### src/inc/dme_cfg.svh
`ifndef DME_CFG_SVH
`define DME_CFG_SVH
`define DME_SYNC_BITS 9
`define DME_BYTE_BITS 8
`define DME_START_ADDR 7'h00
`define DME_OUT_HOLD_NS 300
`define DME_CLK_MHZ 50
`define DME_OUT_HOLD_CYC ((`DME_OUT_HOLD_NS * `DME_CLK_MHZ + 999) / 1000)
`define DME_FILTER_CYC 3
`endif

### src/inc/dme_pkg.sv
package dme_pkg;
    typedef enum logic [1:0] {DME_SYNC, DME_STREAM, DME_BIDIR} dme_mode_t;
    typedef struct packed {
        logic       data_o;
        logic       data_oe_n;
    } dme_pin_t;
    typedef struct packed {
        logic [6:0] addr;
        logic       last;
    } dme_word_t;
endpackage

### src/rtl/dme_buf.sv
`timescale 1ns/1ns
// ****************************************
// two-entry buffer
// ****************************************
module dme_buf #(
    parameter int WIDTH = 8
) (
    input wire logic clock,
    input wire logic reset,
    input wire logic clock_en,
    input wire logic in_valid,
    output logic in_ready,
    input wire logic [WIDTH-1:0] in_data,
    output logic out_valid,
    input wire logic out_ready,
    output logic [WIDTH-1:0] out_data
);
    typedef struct packed {
        logic [1:0][WIDTH-1:0] mem;
        logic [1:0] cnt;
    } dme_buf_st_t;
    dme_buf_st_t st_reg, st_next;
    logic push, pop;
    assign in_ready = st_reg.cnt != 2'h2;
    assign out_valid = st_reg.cnt != 2'h0;
    assign out_data = st_reg.mem[0];
    assign push = in_valid && in_ready;
    assign pop = out_valid && out_ready;
    always_comb
    begin
        st_next = st_reg;
        if (pop)
        begin
            st_next.mem[0] = st_reg.mem[1];
        end
        if (push)
        begin
            if (st_reg.cnt == 2'h0 || (st_reg.cnt == 2'h1 && pop))
            begin
                st_next.mem[0] = in_data;
            end
            else
            begin
                st_next.mem[1] = in_data;
            end
        end
        st_next.cnt = 2'(st_reg.cnt + {1'h0, push} - {1'h0, pop});
    end
    always_ff @(posedge clock)
    begin
        if (reset)
        begin
            st_reg <= '0;
        end
        else if (clock_en)
        begin
            st_reg <= st_next;
        end
    end
endmodule

### src/rtl/dme_top.sv
`timescale 1ns/1ns
`include "dme_cfg.svh"
module dme_top
    import dme_pkg::*;
#(
    parameter int ADDR_BITS = 7
) (
    input wire logic clock,
    input wire logic reset,
    input wire logic clock_en,
    input wire logic scl,
    input wire logic stream_clk,
    input wire logic sda_level,
    output dme_pkg::dme_pin_t sda_pin,
    output logic [ADDR_BITS-1:0] mem_addr,
    input wire logic [7:0] mem_rdata,
    output logic write_enable,
    output logic bidir_mode,
    input wire logic [7:0] bidir_tx_bit,
    input wire logic bidir_tx_drive
);
    import dme_pkg::*;
    localparam int HOLD = `DME_OUT_HOLD_CYC;
    localparam int FILT = `DME_FILTER_CYC;
    // ****************************************
    // state
    // ****************************************
    typedef struct packed {
        logic [1:0] scl_sy;
        logic [1:0] vck_sy;
        logic [1:0] sda_sy;
        logic [3:0] scl_flt;
        logic scl_clean;
        logic vck_prev;
        dme_mode_t mode;
        logic [3:0] sync_cnt;
        logic [3:0] bit_idx;
        logic [ADDR_BITS-1:0] addr;
        logic [7:0] shreg;
        logic have_byte;
        logic data_o;
        logic data_oe_n;
        logic [4:0] hold_cnt;
    } dme_st_t;
    dme_st_t st_reg, st_next;
    logic scl_fall, vck_rise;
    logic buf_in_valid, buf_in_ready, buf_out_valid, buf_out_ready;
    logic [7:0] buf_out_data;
    // ****************************************
    // prefetch buffer
    // ****************************************
    dme_buf #(.WIDTH(8)) u_buf (
        .clock(clock),
        .reset(reset),
        .clock_en(clock_en),
        .in_valid(buf_in_valid),
        .in_ready(buf_in_ready),
        .in_data(mem_rdata),
        .out_valid(buf_out_valid),
        .out_ready(buf_out_ready),
        .out_data(buf_out_data)
    );
    // ****************************************
    // outputs and strobes
    // ****************************************
    assign mem_addr = st_reg.addr;
    assign bidir_mode = st_reg.mode == DME_BIDIR;
    assign write_enable = bidir_mode && st_reg.vck_sy[1];
    assign sda_pin.data_o = st_reg.data_o;
    assign sda_pin.data_oe_n = st_reg.data_oe_n;
    // only a low level that outlasted the filter counts, not a glitch that returned high
    assign scl_fall = st_reg.scl_clean && !st_reg.scl_sy[1] && st_reg.scl_flt == 4'h0;
    assign vck_rise = st_reg.vck_sy[1] && !st_reg.vck_prev;
    // prefetch while transmit-only
    assign buf_in_valid = st_reg.mode != DME_BIDIR;
    // reload shifter when previous byte finished
    assign buf_out_ready = st_reg.mode == DME_STREAM && !st_reg.have_byte;
    // ****************************************
    // next state
    // ****************************************
    always_comb
    begin
        st_next = st_reg;
        st_next.scl_sy = {st_reg.scl_sy[0], scl};
        st_next.vck_sy = {st_reg.vck_sy[0], stream_clk};
        st_next.sda_sy = {st_reg.sda_sy[0], sda_level};
        st_next.vck_prev = st_reg.vck_sy[1];
        // glitch filter: level must persist FILT+1 cycles
        if (st_reg.scl_sy[1] == st_reg.scl_clean)
        begin
            st_next.scl_flt = 4'(FILT);
        end
        else if (st_reg.scl_flt == 4'h0)
        begin
            st_next.scl_clean = st_reg.scl_sy[1];
            st_next.scl_flt = 4'(FILT);
        end
        else
        begin
            st_next.scl_flt = st_reg.scl_flt - 4'h1;
        end
        if (buf_in_valid && buf_in_ready)
        begin
            st_next.addr = ADDR_BITS'(st_reg.addr + 1'h1);
        end
        if (buf_out_valid && buf_out_ready)
        begin
            st_next.shreg = buf_out_data;
            st_next.have_byte = 1'h1;
        end
        if (st_reg.hold_cnt != 5'h0)
        begin
            st_next.hold_cnt = st_reg.hold_cnt - 5'h1;
        end
        unique case (st_reg.mode)
            DME_SYNC:
            begin
                st_next.data_oe_n = 1'h1;
                if (vck_rise)
                begin
                    st_next.sync_cnt = st_reg.sync_cnt + 4'h1;
                    if (st_reg.sync_cnt == 4'(`DME_SYNC_BITS - 1))
                    begin
                        st_next.mode = DME_STREAM;
                    end
                end
            end
            DME_STREAM:
            begin
                if (vck_rise && st_reg.have_byte)
                begin
                    if (st_reg.bit_idx == 4'(`DME_BYTE_BITS))
                    begin
                        st_next.data_oe_n = 1'h1;
                        st_next.bit_idx = 4'h0;
                        st_next.have_byte = 1'h0;
                    end
                    else
                    begin
                        st_next.data_o = st_reg.shreg[7];
                        st_next.data_oe_n = st_reg.shreg[7];
                        st_next.shreg = {st_reg.shreg[6:0], 1'h0};
                        st_next.bit_idx = st_reg.bit_idx + 4'h1;
                    end
                end
            end
            DME_BIDIR:
            begin
                // hold last output until scl falling region passes
                if (scl_fall)
                begin
                    st_next.hold_cnt = 5'(HOLD);
                end
                else if (st_reg.hold_cnt == 5'h0)
                begin
                    st_next.data_o = 1'h0;
                    st_next.data_oe_n = !(bidir_tx_drive && !bidir_tx_bit[7]);
                end
            end
            default:
            begin
                // unused mode code: settle in bidirectional mode, never back to streaming
                st_next.mode = DME_BIDIR;
                st_next.data_oe_n = 1'h1;
            end
        endcase
        if (st_reg.mode != DME_BIDIR && scl_fall)
        begin
            st_next.mode = DME_BIDIR;
            st_next.data_oe_n = 1'h1;
            st_next.hold_cnt = 5'(HOLD);
        end
    end
    // ****************************************
    // state register
    // ****************************************
    always_ff @(posedge clock)
    begin
        if (reset)
        begin
            st_reg <= '0;
            st_reg.mode <= DME_SYNC;
            st_reg.scl_clean <= 1'h1;
            st_reg.scl_flt <= 4'(FILT);
            st_reg.scl_sy <= 2'h3;
            st_reg.data_o <= 1'h1;
            st_reg.data_oe_n <= 1'h1;
            st_reg.addr <= ADDR_BITS'(`DME_START_ADDR);
        end
        else if (clock_en)
        begin
            st_reg <= st_next;
        end
    end
endmodule

### config.mk
export PLATFORM = sky130hd
export DESIGN_NAME = dme_top
export DESIGN_NICKNAME = d
export VERILOG_FILES = /design/src/inc/dme_pkg.sv /design/src/rtl/dme_buf.sv /design/src/rtl/dme_top.sv
export VERILOG_INCLUDE_DIRS = /design/src /design/src/inc
export SDC_FILE = /design/constraint.sdc
export NUM_CORES = 1
export LEC_CHECK = 0
export BUFFER_PORTS_ARGS = -buffer_cell sky130_fd_sc_hd__buf_2
export CAP_MARGIN = 10
export CELL_PAD_IN_SITES_DETAIL_PLACEMENT = 0
export CELL_PAD_IN_SITES_GLOBAL_PLACEMENT = 1
export CORE_UTILIZATION = 48
export DETAILED_ROUTE_END_ITERATION = 12
export HOLD_SLACK_MARGIN = 0.1
export PLACE_DENSITY = 0.94
export SLEW_MARGIN = 20
export SYNTH_ARGS = -nofsm -noshare
export SYNTH_HDL_FRONTEND = slang
export SYNTH_SLANG_ARGS = --single-unit
### constraint.sdc
create_clock -name clock -period 3.6 [get_ports clock]
set_input_delay 0.9 -clock clock [delete_from_list [all_inputs] [get_ports clock]]
set_output_delay 0.9 -clock clock [all_outputs]
set_load 0.01 [all_outputs]
* Yosys cells after proc, flatten, opt, wreduce, memory -nomap -nowiden
Cells that the tools add are included.
** Storage, ports and cells
- Flip-flop bits (word level) :: 61
- Output and inout port bits :: 11
- Word-level logic and storage cells :: 102
** Operators by class
- Add/sub/neg operators :: 7
- Eq/ne operators :: 18
- Multiplexer cells :: 25
- Bitwise operators :: 2
- Reductions and logical operators :: 33
** Operators by type and width (count)
- $mux 8 :: 4
- $mux 9 :: 2
- $mux 5 :: 3
- $mux 4 :: 3
- $mux 6 :: 2
- $reduce_and 3->1 :: 4
- $logic_and 1x1->1 :: 11
- $mux 11 :: 1
- $add 4x1->4 const B :: 2
- $eq 4x4->1 const B :: 2
- $mux 2 :: 4
- $ne 2x2->1 const B :: 4
- $reduce_and 4->1 :: 2
- $add 7x1->7 const B :: 1
- $ne 2x1->1 const B :: 3
- $ne 3x1->1 const B :: 2
- $ne 3x3->1 const B :: 2
- $reduce_and 6->1 :: 1
- $logic_not 1->1 :: 5
- $logic_not 5->1 :: 1
- $reduce_bool 5->1 :: 1
- $sub 5x1->5 const B :: 1
- $eq 2x1->1 const B :: 2
- $logic_not 2->1 :: 2
- other kinds (15) :: 20

* Depth between registers and ports, before layout
Gate-level depths: netlist of run 1.
- Depth after elaboration :: 8
- Depth in mapped cells :: 11
- Mapped depth without buffers :: 9

* Modules after synthesis
Synthesis of run 1 repeated with hierarchy kept, for this count alone.
** Unflattened totals
- Cell total of the unflattened synthesis :: 357
- Area total of the unflattened synthesis :: 3231.8 sq um
** Modules (own cells, without submodules)
- dme_top :: times used 1, cells an instance 252, area an instance 2242.2 sq um, seq. area each 860.8 sq um
- dme_buf :: times used 1, cells an instance 105, area an instance 989.7 sq um, seq. area each 360.3 sq um

* Worst setup path after synthesis of run 1
No wires, ideal clock.
- Path kind :: register -> output
- Start :: register st_reg[31] in the netlist's numbering
- End :: output write_enable
- Arrival :: 0.946 ns
- Data required time :: 2.700 ns
- Slack :: 1.754 ns
- Stages on the path, launching flop included :: 5
- Path buffers :: 1
- Cells stage by stage :: dfxtp_1 -> inv_1 -> ha_1 -> buf_6 -> and2_1
** On the way
- Longest elaborated chain between the ends :: 2
** RTL lines
- start, declared :: RTL line dme_top.sv:45 : dme_st_t st_reg, st_next;
- start signal, assigned :: RTL line dme_top.sv:192 : st_reg <= st_next;
- $eq 2x2->1 :: RTL line dme_top.sv:67 : assign bidir_mode = st_reg.mode == DME_BIDIR;
- named net bidir_mode :: RTL line dme_top.sv:18 : output logic bidir_mode,
- $logic_and 1x1->1 :: RTL line dme_top.sv:68 : assign write_enable = bidir_mode && st_reg.vck_sy[1];
- end, declared :: RTL line dme_top.sv:17 : output logic write_enable,
The timed path passes the listed nets, and every way through them passes these cells.

* Worst setup path in the final report of run 1
- Start :: register st_reg[31] in the netlist's numbering
- End :: output write_enable
** On the way
- Longest elaborated chain between the ends :: 2
** RTL lines (RTL line)
- $eq 2x2->1 :: dme_top.sv:67
- $logic_and 1x1->1 :: dme_top.sv:68
Every way passes these cells.

==> results.py, run 1 <==
metrics = {
    "power": {
        "sequentialPowerShare": 0.468,
        "power.density_mw_per_mm2": 494,
        "switching_share": 0.277,
        "clock_power_share": 0.356,
        "peakVddDrop_uv": 359,
        "intPower_mw": 1.19,
        "p_leak_nw": 1.34,
        "p_sw_uw": 457,
        "pwr-share-comb": 0.176,
    },
    "layout": {
        "syn2layout_area_growth_pct": 8.98,
        "diodes": 0,
        "instances_no_fill": 433,
        "final_nets": 388,
        "final_area_sq_mm": 0.00334,
        "drive_above_1_share": 0.156,
        "largest_reg_flops": 31,
        "nFillCells": 579,
    },
    "timing": {
        "hold_viol": 0,
        "fmax_mhz": 412,
        "worst_pin_slew_ns": 0.490,
        "rsz0062_at_grt": "no",
        "fin_skew_ns": 0.00594,
        "slew_headroom": 0.673,
        "min_period_ns": 2.43,
        "tns_ns": 0,
        "setup_violations": 0,
        "slew_viol_final": 0,
        "fin_crit_sh": 0.674,
    },
    "routing": {
        "wl_per_cell_microns": 14.3,
        "wirelength_microns": 6210,
        "drtPass1Iterations": 4,
        "initialDrtViolationCount": 134,
        "drc": 0,
        "ant_nets": 0,
        "vias_per_cell": 5.64,
        "via_count": 2443,
    },
    "worst_setup_path": {
        "worstPathRequired_ns": 2.70,
        "worstSetupEndpointType": "output pin",
        "cp_slowest_cell": "ha_1",
        "crit_fanout": 12,
        "timing.rr.start": "st_reg[32]$_SDFFE_PP0P_",
        "cp_slowest_stage_delay_ns": 0.47,
        "path_cells": "inv_1 > ha_1 > and2_1 > buf_2",
        "r2r_cells": 6,
        "cp_top_family": "adder cells",
        "cp_num_buf_inv": 2,
        "rrSetupSlack_ns": 1.66,
        "start_kind": "register",
        "path_class": "register to output pin",
        "worstPathArrival_ns": 1.53,
        "timing.rr.end": "u_buf.out_data[4]$_SDFFE_PP0P_",
    },
    "place": {
        "gp_congestion": 0.754,
        "place_inst": 417,
        "placed_area_sq_mm": 0.00315,
        "hpwl_microns": 4300,
        "port_buffers": 25,
    },
    "synth": {
        "synth.avg_cell_area_sq_um": 9.04,
        "async_reset_ff_frac": 0,
        "yosysUniqueCellTypes": 61,
        "ys_warn_count": 0,
        "yosysSeqAreaShare": 0.399,
        "synth_edf_count": 0,
        "ys_seq_elements": 61,
        "synth_ff_type": "dfxtp_1",
        "synth_area_sq_mm": 0.00306,
        "syn_inst": 339,
        "synthesis.nets": 374,
    },
    "cts": {
        "path_clk_slew_ns": 0.06,
        "cts_sinks": 61,
        "cts_buffers": 9,
        "cts_tree": "yes",
        "hold_buffers": 0,
        "h-tree-depth": 3,
        "postCtsSetupBuffers": 0,
        "clk_latency_ns": 0.34,
        "cts_resized": 0,
        "root_buffer": "clkbuf_8",
        "cts_buffer_depth": 2,
    },
    "grt": {
        "gr-total-overflow": 0,
        "grt_pass1_vias": 2357,
        "grt.total_usage": 0.207,
        "antenna_found_initial": 0,
        "grt_max_degree": 27,
        "grt_pass1_wl_microns": 10500,
    },
    "hold_path": {
        "min_to": "u_buf.out_data[0]$_SDFFE_PP0P_",
        "min-delay-start": "u_buf.out_data[0]$_SDFFE_PP0P_",
        "min_path_cells": 2,
        "hold_class": "register to register",
    },
    "floorplanning": {
        "start_util": 0.509,
        "fp.dieArea_sq_mm": 0.00671,
        "pin_count": 34,
        "die_w_microns": 81.9,
        "core_area_sq_mm": 0.00603,
        "num_rows": 28,
        "die_h_microns": 81.9,
    },
    "outcome": {
        "status": "finished clean",
    },
    "flow_run": {
        "drv_cap": 0,
    },
}
cell type report:
| type | count | area [sq um] | share of cell area |
|---|---|---|---|
| clock inverters | 5 | 50.0 | 0.0150 |
| clock buffers | 11 | 141 | 0.0423 |
| well taps | 75 | 93.8 | 0.0281 |
| flip-flops and latches | 61 | 1220 | 0.366 |
| multi-input cells | 231 | 1610 | 0.481 |
| repair buffers | 27 | 140 | 0.0420 |
| inverters | 23 | 86.3 | 0.0259 |
metal layers:
| layer | track usage | share of wire |
|---|---|---|
| met1 | 0.233 | 0.47 |
| met2 | 0.362 | 0.49 |
| met3 | 0.0744 | 0.038 |
| met4 | 0.0632 | 0.0040 |
| met5 | 0 | 0 |
how the worst max path moves through the flow:
stage / start / to / slack (ns) / cells after the start
after floorplan: st_reg[31]$_SDFFE_PP0P_ / write_enable / 1.75 / 4
after global placement: clock_en / mem_addr[6]$_SDFFE_PP0P_ / 1.35 / 5
after detailed placement: clock_en / mem_addr[6]$_SDFFE_PP0P_ / 1.31 / 5
after CTS: st_reg[31]$_SDFFE_PP0P_ / write_enable / 1.16 / 4
after global routing: st_reg[31]$_SDFFE_PP0P_ / write_enable / 1.07 / 4
final: st_reg[31]$_SDFFE_PP0P_ / write_enable / 1.17 / 4
power groups by stage:
stage	registers, mW	clock network, mW	logic, mW
floorplan	0.766	0	0.247
global placement	0.783	0	0.282
detailed placement	0.785	0	0.291
CTS	0.771	0.606	0.293
global route	0.779	0.637	0.331
finish	0.772	0.587	0.290
per-stage QoR:
| stage | setup slack, ns | power [mW] | utilization | hold WS (ns) |
|---|---|---|---|---|
| floorplan | 1.75 | 1.01 | - | 0.432 |
| finish | 1.17 | 1.65 | 0.554 | 0.467 |
| global route | 1.07 | 1.75 | 0.554 | 0.487 |
| global placement | 1.35 | 1.06 | 0.522 | 0.449 |
| detailed placement | 1.31 | 1.08 | 0.522 | 0.459 |
| CTS | 1.16 | 1.67 | 0.554 | 0.471 |
worst min-delay path: stages, from the launching register on:
cell	delay (ns)
dfxtp_1	0.31
inv_1	0.05
a221oi_1	0.06
cells in the mapped netlist, drive strengths merged (4+ instances only):
cell / count / area, sq um
ha: 12 / 150
o2bb2ai: 6 / 52.6
a22oi: 8 / 60.1
a221oi: 8 / 70.1
inv: 23 / 86.3
nor2: 37 / 149
a21oi: 11 / 55.1
nand2b: 6 / 45.0
buf: 21 / 139
and3b: 4 / 35.0
xnor2: 4 / 35.0
dfxtp: 61 / 1220
and3: 4 / 25.0
or4: 9 / 67.6
mux2i: 17 / 170
nand2: 18 / 67.6
nor3: 10 / 65.1
o21ai: 26 / 134
nand3: 9 / 50.1
cell usage in the layout (no fill, tap or decap), types with 2 or more instances in the layout:
master / synthesis / routed
nand3_1: 8 / 8
and3_1: 4 / 4
o21ai_0: 13 / 13
ha_1: 12 / 12
nand4_1: 2 / 2
and3b_1: 4 / 4
buf_4: 10 / 2
nand3b_1: 2 / 2
or3_1: 3 / 3
o211ai_1: 2 / 2
inv_1: 23 / 23
nor3_2: 3 / 3
a211oi_1: 2 / 2
nor2_1: 35 / 35
nand2b_1: 5 / 5
xor2_1: 3 / 3
mux2i_1: 17 / 17
o22ai_1: 2 / 2
and2_1: 3 / 3
clkbuf_8: 0 / 10
o21ai_1: 12 / 12
a221oi_1: 8 / 8
nor3_1: 7 / 7
nand2_1: 18 / 18
xnor2_1: 4 / 4
dfxtp_1: 61 / 61
o2bb2ai_1: 6 / 6
a22oi_1: 8 / 8
a21oi_1: 11 / 11
or4_1: 9 / 9
clkinv_2: 0 / 4
buf_2: 6 / 25
kinds of logic (layout without fill, tap and decap cells):
logic type / after synthesis / count (layout) / synth area share
adder cells (fa/ha/maj): 12 / 12 / 0.0490
XOR/XNOR: 7 / 7 / 0.0200
AND/OR/NAND/NOR: 117 / 117 / 0.223
buffers and inverters: 47 / 66 / 0.0772
AO/OA/AOI/OAI: 78 / 78 / 0.176
multiplexers: 17 / 17 / 0.0555
flip-flops: 61 / 61 / 0.399
No activity file was read; power rests on OpenSTA's default activity.
==> run 2, diff against run 1 <==
CORE_UTILIZATION = 44   (was 48)
PLACE_DENSITY = 0.88   (was 0.94)
clock period = 2.4 ns   (was 3.6 ns; I/O delays follow)
==> run 2 against run 1 <==
Global-route usage is 2.4 points lower. Via count is 1.8% lower. Clock skew is 0.0029 ns higher. Die area is 8.9% higher. Critical path type unchanged. Highest routed layer unchanged.
==> results.py, run 2 (same netlist as run 1, synthesis figures left out) <==
metrics = {
    "routing": {
        "wl_per_cell_microns": 14.0,
        "drc": 0,
        "ant_nets": 0,
        "wirelength_microns": 6150,
        "vias_per_cell": 5.48,
        "via_count": 2399,
        "initialDrtViolationCount": 110,
        "drtPass1Iterations": 4,
    },
    "place": {
        "hpwl_microns": 4150,
        "port_buffers": 25,
        "gp_congestion": 0.795,
    },
    "power": {
        "power.density_mw_per_mm2": 772,
        "p_total_mw": 2.62,
        "peakVddDrop_uv": 518,
        "p_leak_nw": 1.35,
    },
    "cts": {
        "postCtsSetupBuffers": 0,
        "root_buffer": "clkbuf_8",
        "cts_sinks": 61,
        "cts_tree": "yes",
        "cts_resized": 0,
        "hold_buffers": 0,
        "path_clk_slew_ns": 0.07,
        "cts_buffer_depth": 2,
        "h-tree-depth": 3,
        "clk_latency_ns": 0.34,
        "cts_buffers": 9,
    },
    "floorplanning": {
        "die_h_microns": 85.5,
        "core_area_sq_mm": 0.00676,
        "fp.dieArea_sq_mm": 0.00730,
        "pin_count": 34,
        "die_w_microns": 85.5,
        "num_rows": 30,
        "start_util": 0.454,
    },
    "outcome": {
        "status": "finished clean",
    },
    "timing": {
        "setup_violations": 0,
        "tns_ns": 0,
        "fmax_mhz": 472,
        "slew_viol_final": 0,
        "rsz0062_at_grt": "no",
        "fin_skew_ns": 0.00887,
        "hold_viol": 0,
        "fin_crit_sh": 0.882,
        "slew_headroom": 0.673,
        "hold_ws_ns": 0.464,
        "worst_pin_slew_ns": 0.489,
        "min_period_ns": 2.12,
    },
    "worst_setup_path": {
        "cp_slowest_cell": "ha_1",
        "start_kind": "register",
        "worstPathArrival_ns": 1.52,
        "crit_end": "write_enable",
        "r2r_cells": 6,
        "crit_fanout": 12,
        "timing.rr.start": "st_reg[31]$_SDFFE_PP0P_",
        "rrSetupSlack_ns": 0.49,
        "path_class": "register to output pin",
        "timing.rr.end": "u_buf.out_data[3]$_SDFFE_PP0P_",
        "cp_slowest_stage_delay_ns": 0.44,
        "crit_start": "st_reg[31]$_SDFFE_PP0P_",
        "worstPathRequired_ns": 1.80,
        "worstSetupEndpointType": "output pin",
        "path_cells": "inv_1 > ha_1 > and2_1 > buf_2",
    },
    "grt": {
        "grt.total_usage": 0.183,
        "grt_pass1_vias": 2266,
        "gr-total-overflow": 0,
        "antenna_found_initial": 0,
        "grt_pass1_wl_microns": 10400,
        "grt_max_degree": 46,
    },
    "hold_path": {
        "hold_class": "register to register",
    },
    "layout": {
        "largest_reg_flops": 31,
        "layout_common_cells": "61 x dfxtp_1, 35 x nor2_1, 25 x buf_2",
        "syn2layout_area_growth_pct": 10.7,
        "drive_above_1_share": 0.156,
        "diodes": 0,
        "final_nets": 388,
        "final_common_cell": "dfxtp_1",
    },
    "flow_run": {
        "drv_cap": 0,
    },
}
[run 2: changes by cell type in the layout (fill, tap and decap cells not counted)]
cell / previous run / this run
clkinv_4: 0 / 1
buf_12: 0 / 1
clkinv_2: 4 / 0
bufinv_16: 1 / 2
buf_4: 2 / 1
clkinvlp_4: 0 / 2
[run 2: cell type report]
type / instances / area, sq um
clock inverter: 5 / 83.8
timing repair buffer: 27 / 153
fill: 657 / 3360
tap: 80 / 100
multi-input combinational: 231 / 1610
clock buffer: 11 / 141
sequential: 61 / 1220
inverter: 23 / 86.3
[run 2: how the worst min path moves through the flow]
| stage | to | slack [ns] | cells after the start | startpoint |
|---|---|---|---|---|
| floorplan | st_reg[14]$_SDFFE_PP0P_ | 0.43 | 1 | st_reg[14]$_SDFFE_PP0P_ |
| global route | st_next[44]$_SDFFE_PP1P_ | 0.48 | 3 | scl |
| finish | st_reg[11]$_SDFFE_PP0P_ | 0.46 | 1 | st_reg[11]$_SDFFE_PP0P_ |
| detailed placement | st_reg[11]$_SDFFE_PP0P_ | 0.45 | 1 | st_reg[11]$_SDFFE_PP0P_ |
| CTS | st_next[44]$_SDFFE_PP1P_ | 0.46 | 3 | scl |
| global placement | st_reg[12]$_SDFFE_PP0P_ | 0.45 | 1 | st_reg[12]$_SDFFE_PP0P_ |
[run 2: critical path, delay by kind of cell, from the launching register on]
kind                     cells  cell delay (ns)
AND/OR/NAND/NOR              1             0.20
adder cells (fa/ha/maj)      1             0.44
buffers and inverters        2             0.22
flip-flops                   1             0.31
[run 2: power breakdown]
part           leakage, nW  switching [mW]  internal, mW
Clock                0.106           0.419         0.615
Sequential           0.496          0.0726          1.08
Combinational        0.747           0.223         0.208
Total                 1.35           0.714          1.90
[run 2: per-stage QoR]
stage	utilization	cells	setup WS, ns	cell area (sq um)
floorplan	-	339	0.709	3060
global placement	0.469	422	0.549	3170
detailed placement	0.469	422	0.513	3170
CTS	0.502	438	0.257	3390
global route	0.502	438	0.139	3390
finish	0.502	438	0.283	3390
[run 2: per-layer routing]
layer	global-route usage	wire length [microns]
met1	0.222	2920
met2	0.297	2900
met3	0.0642	237
met4	0.0697	87
met5	0	0
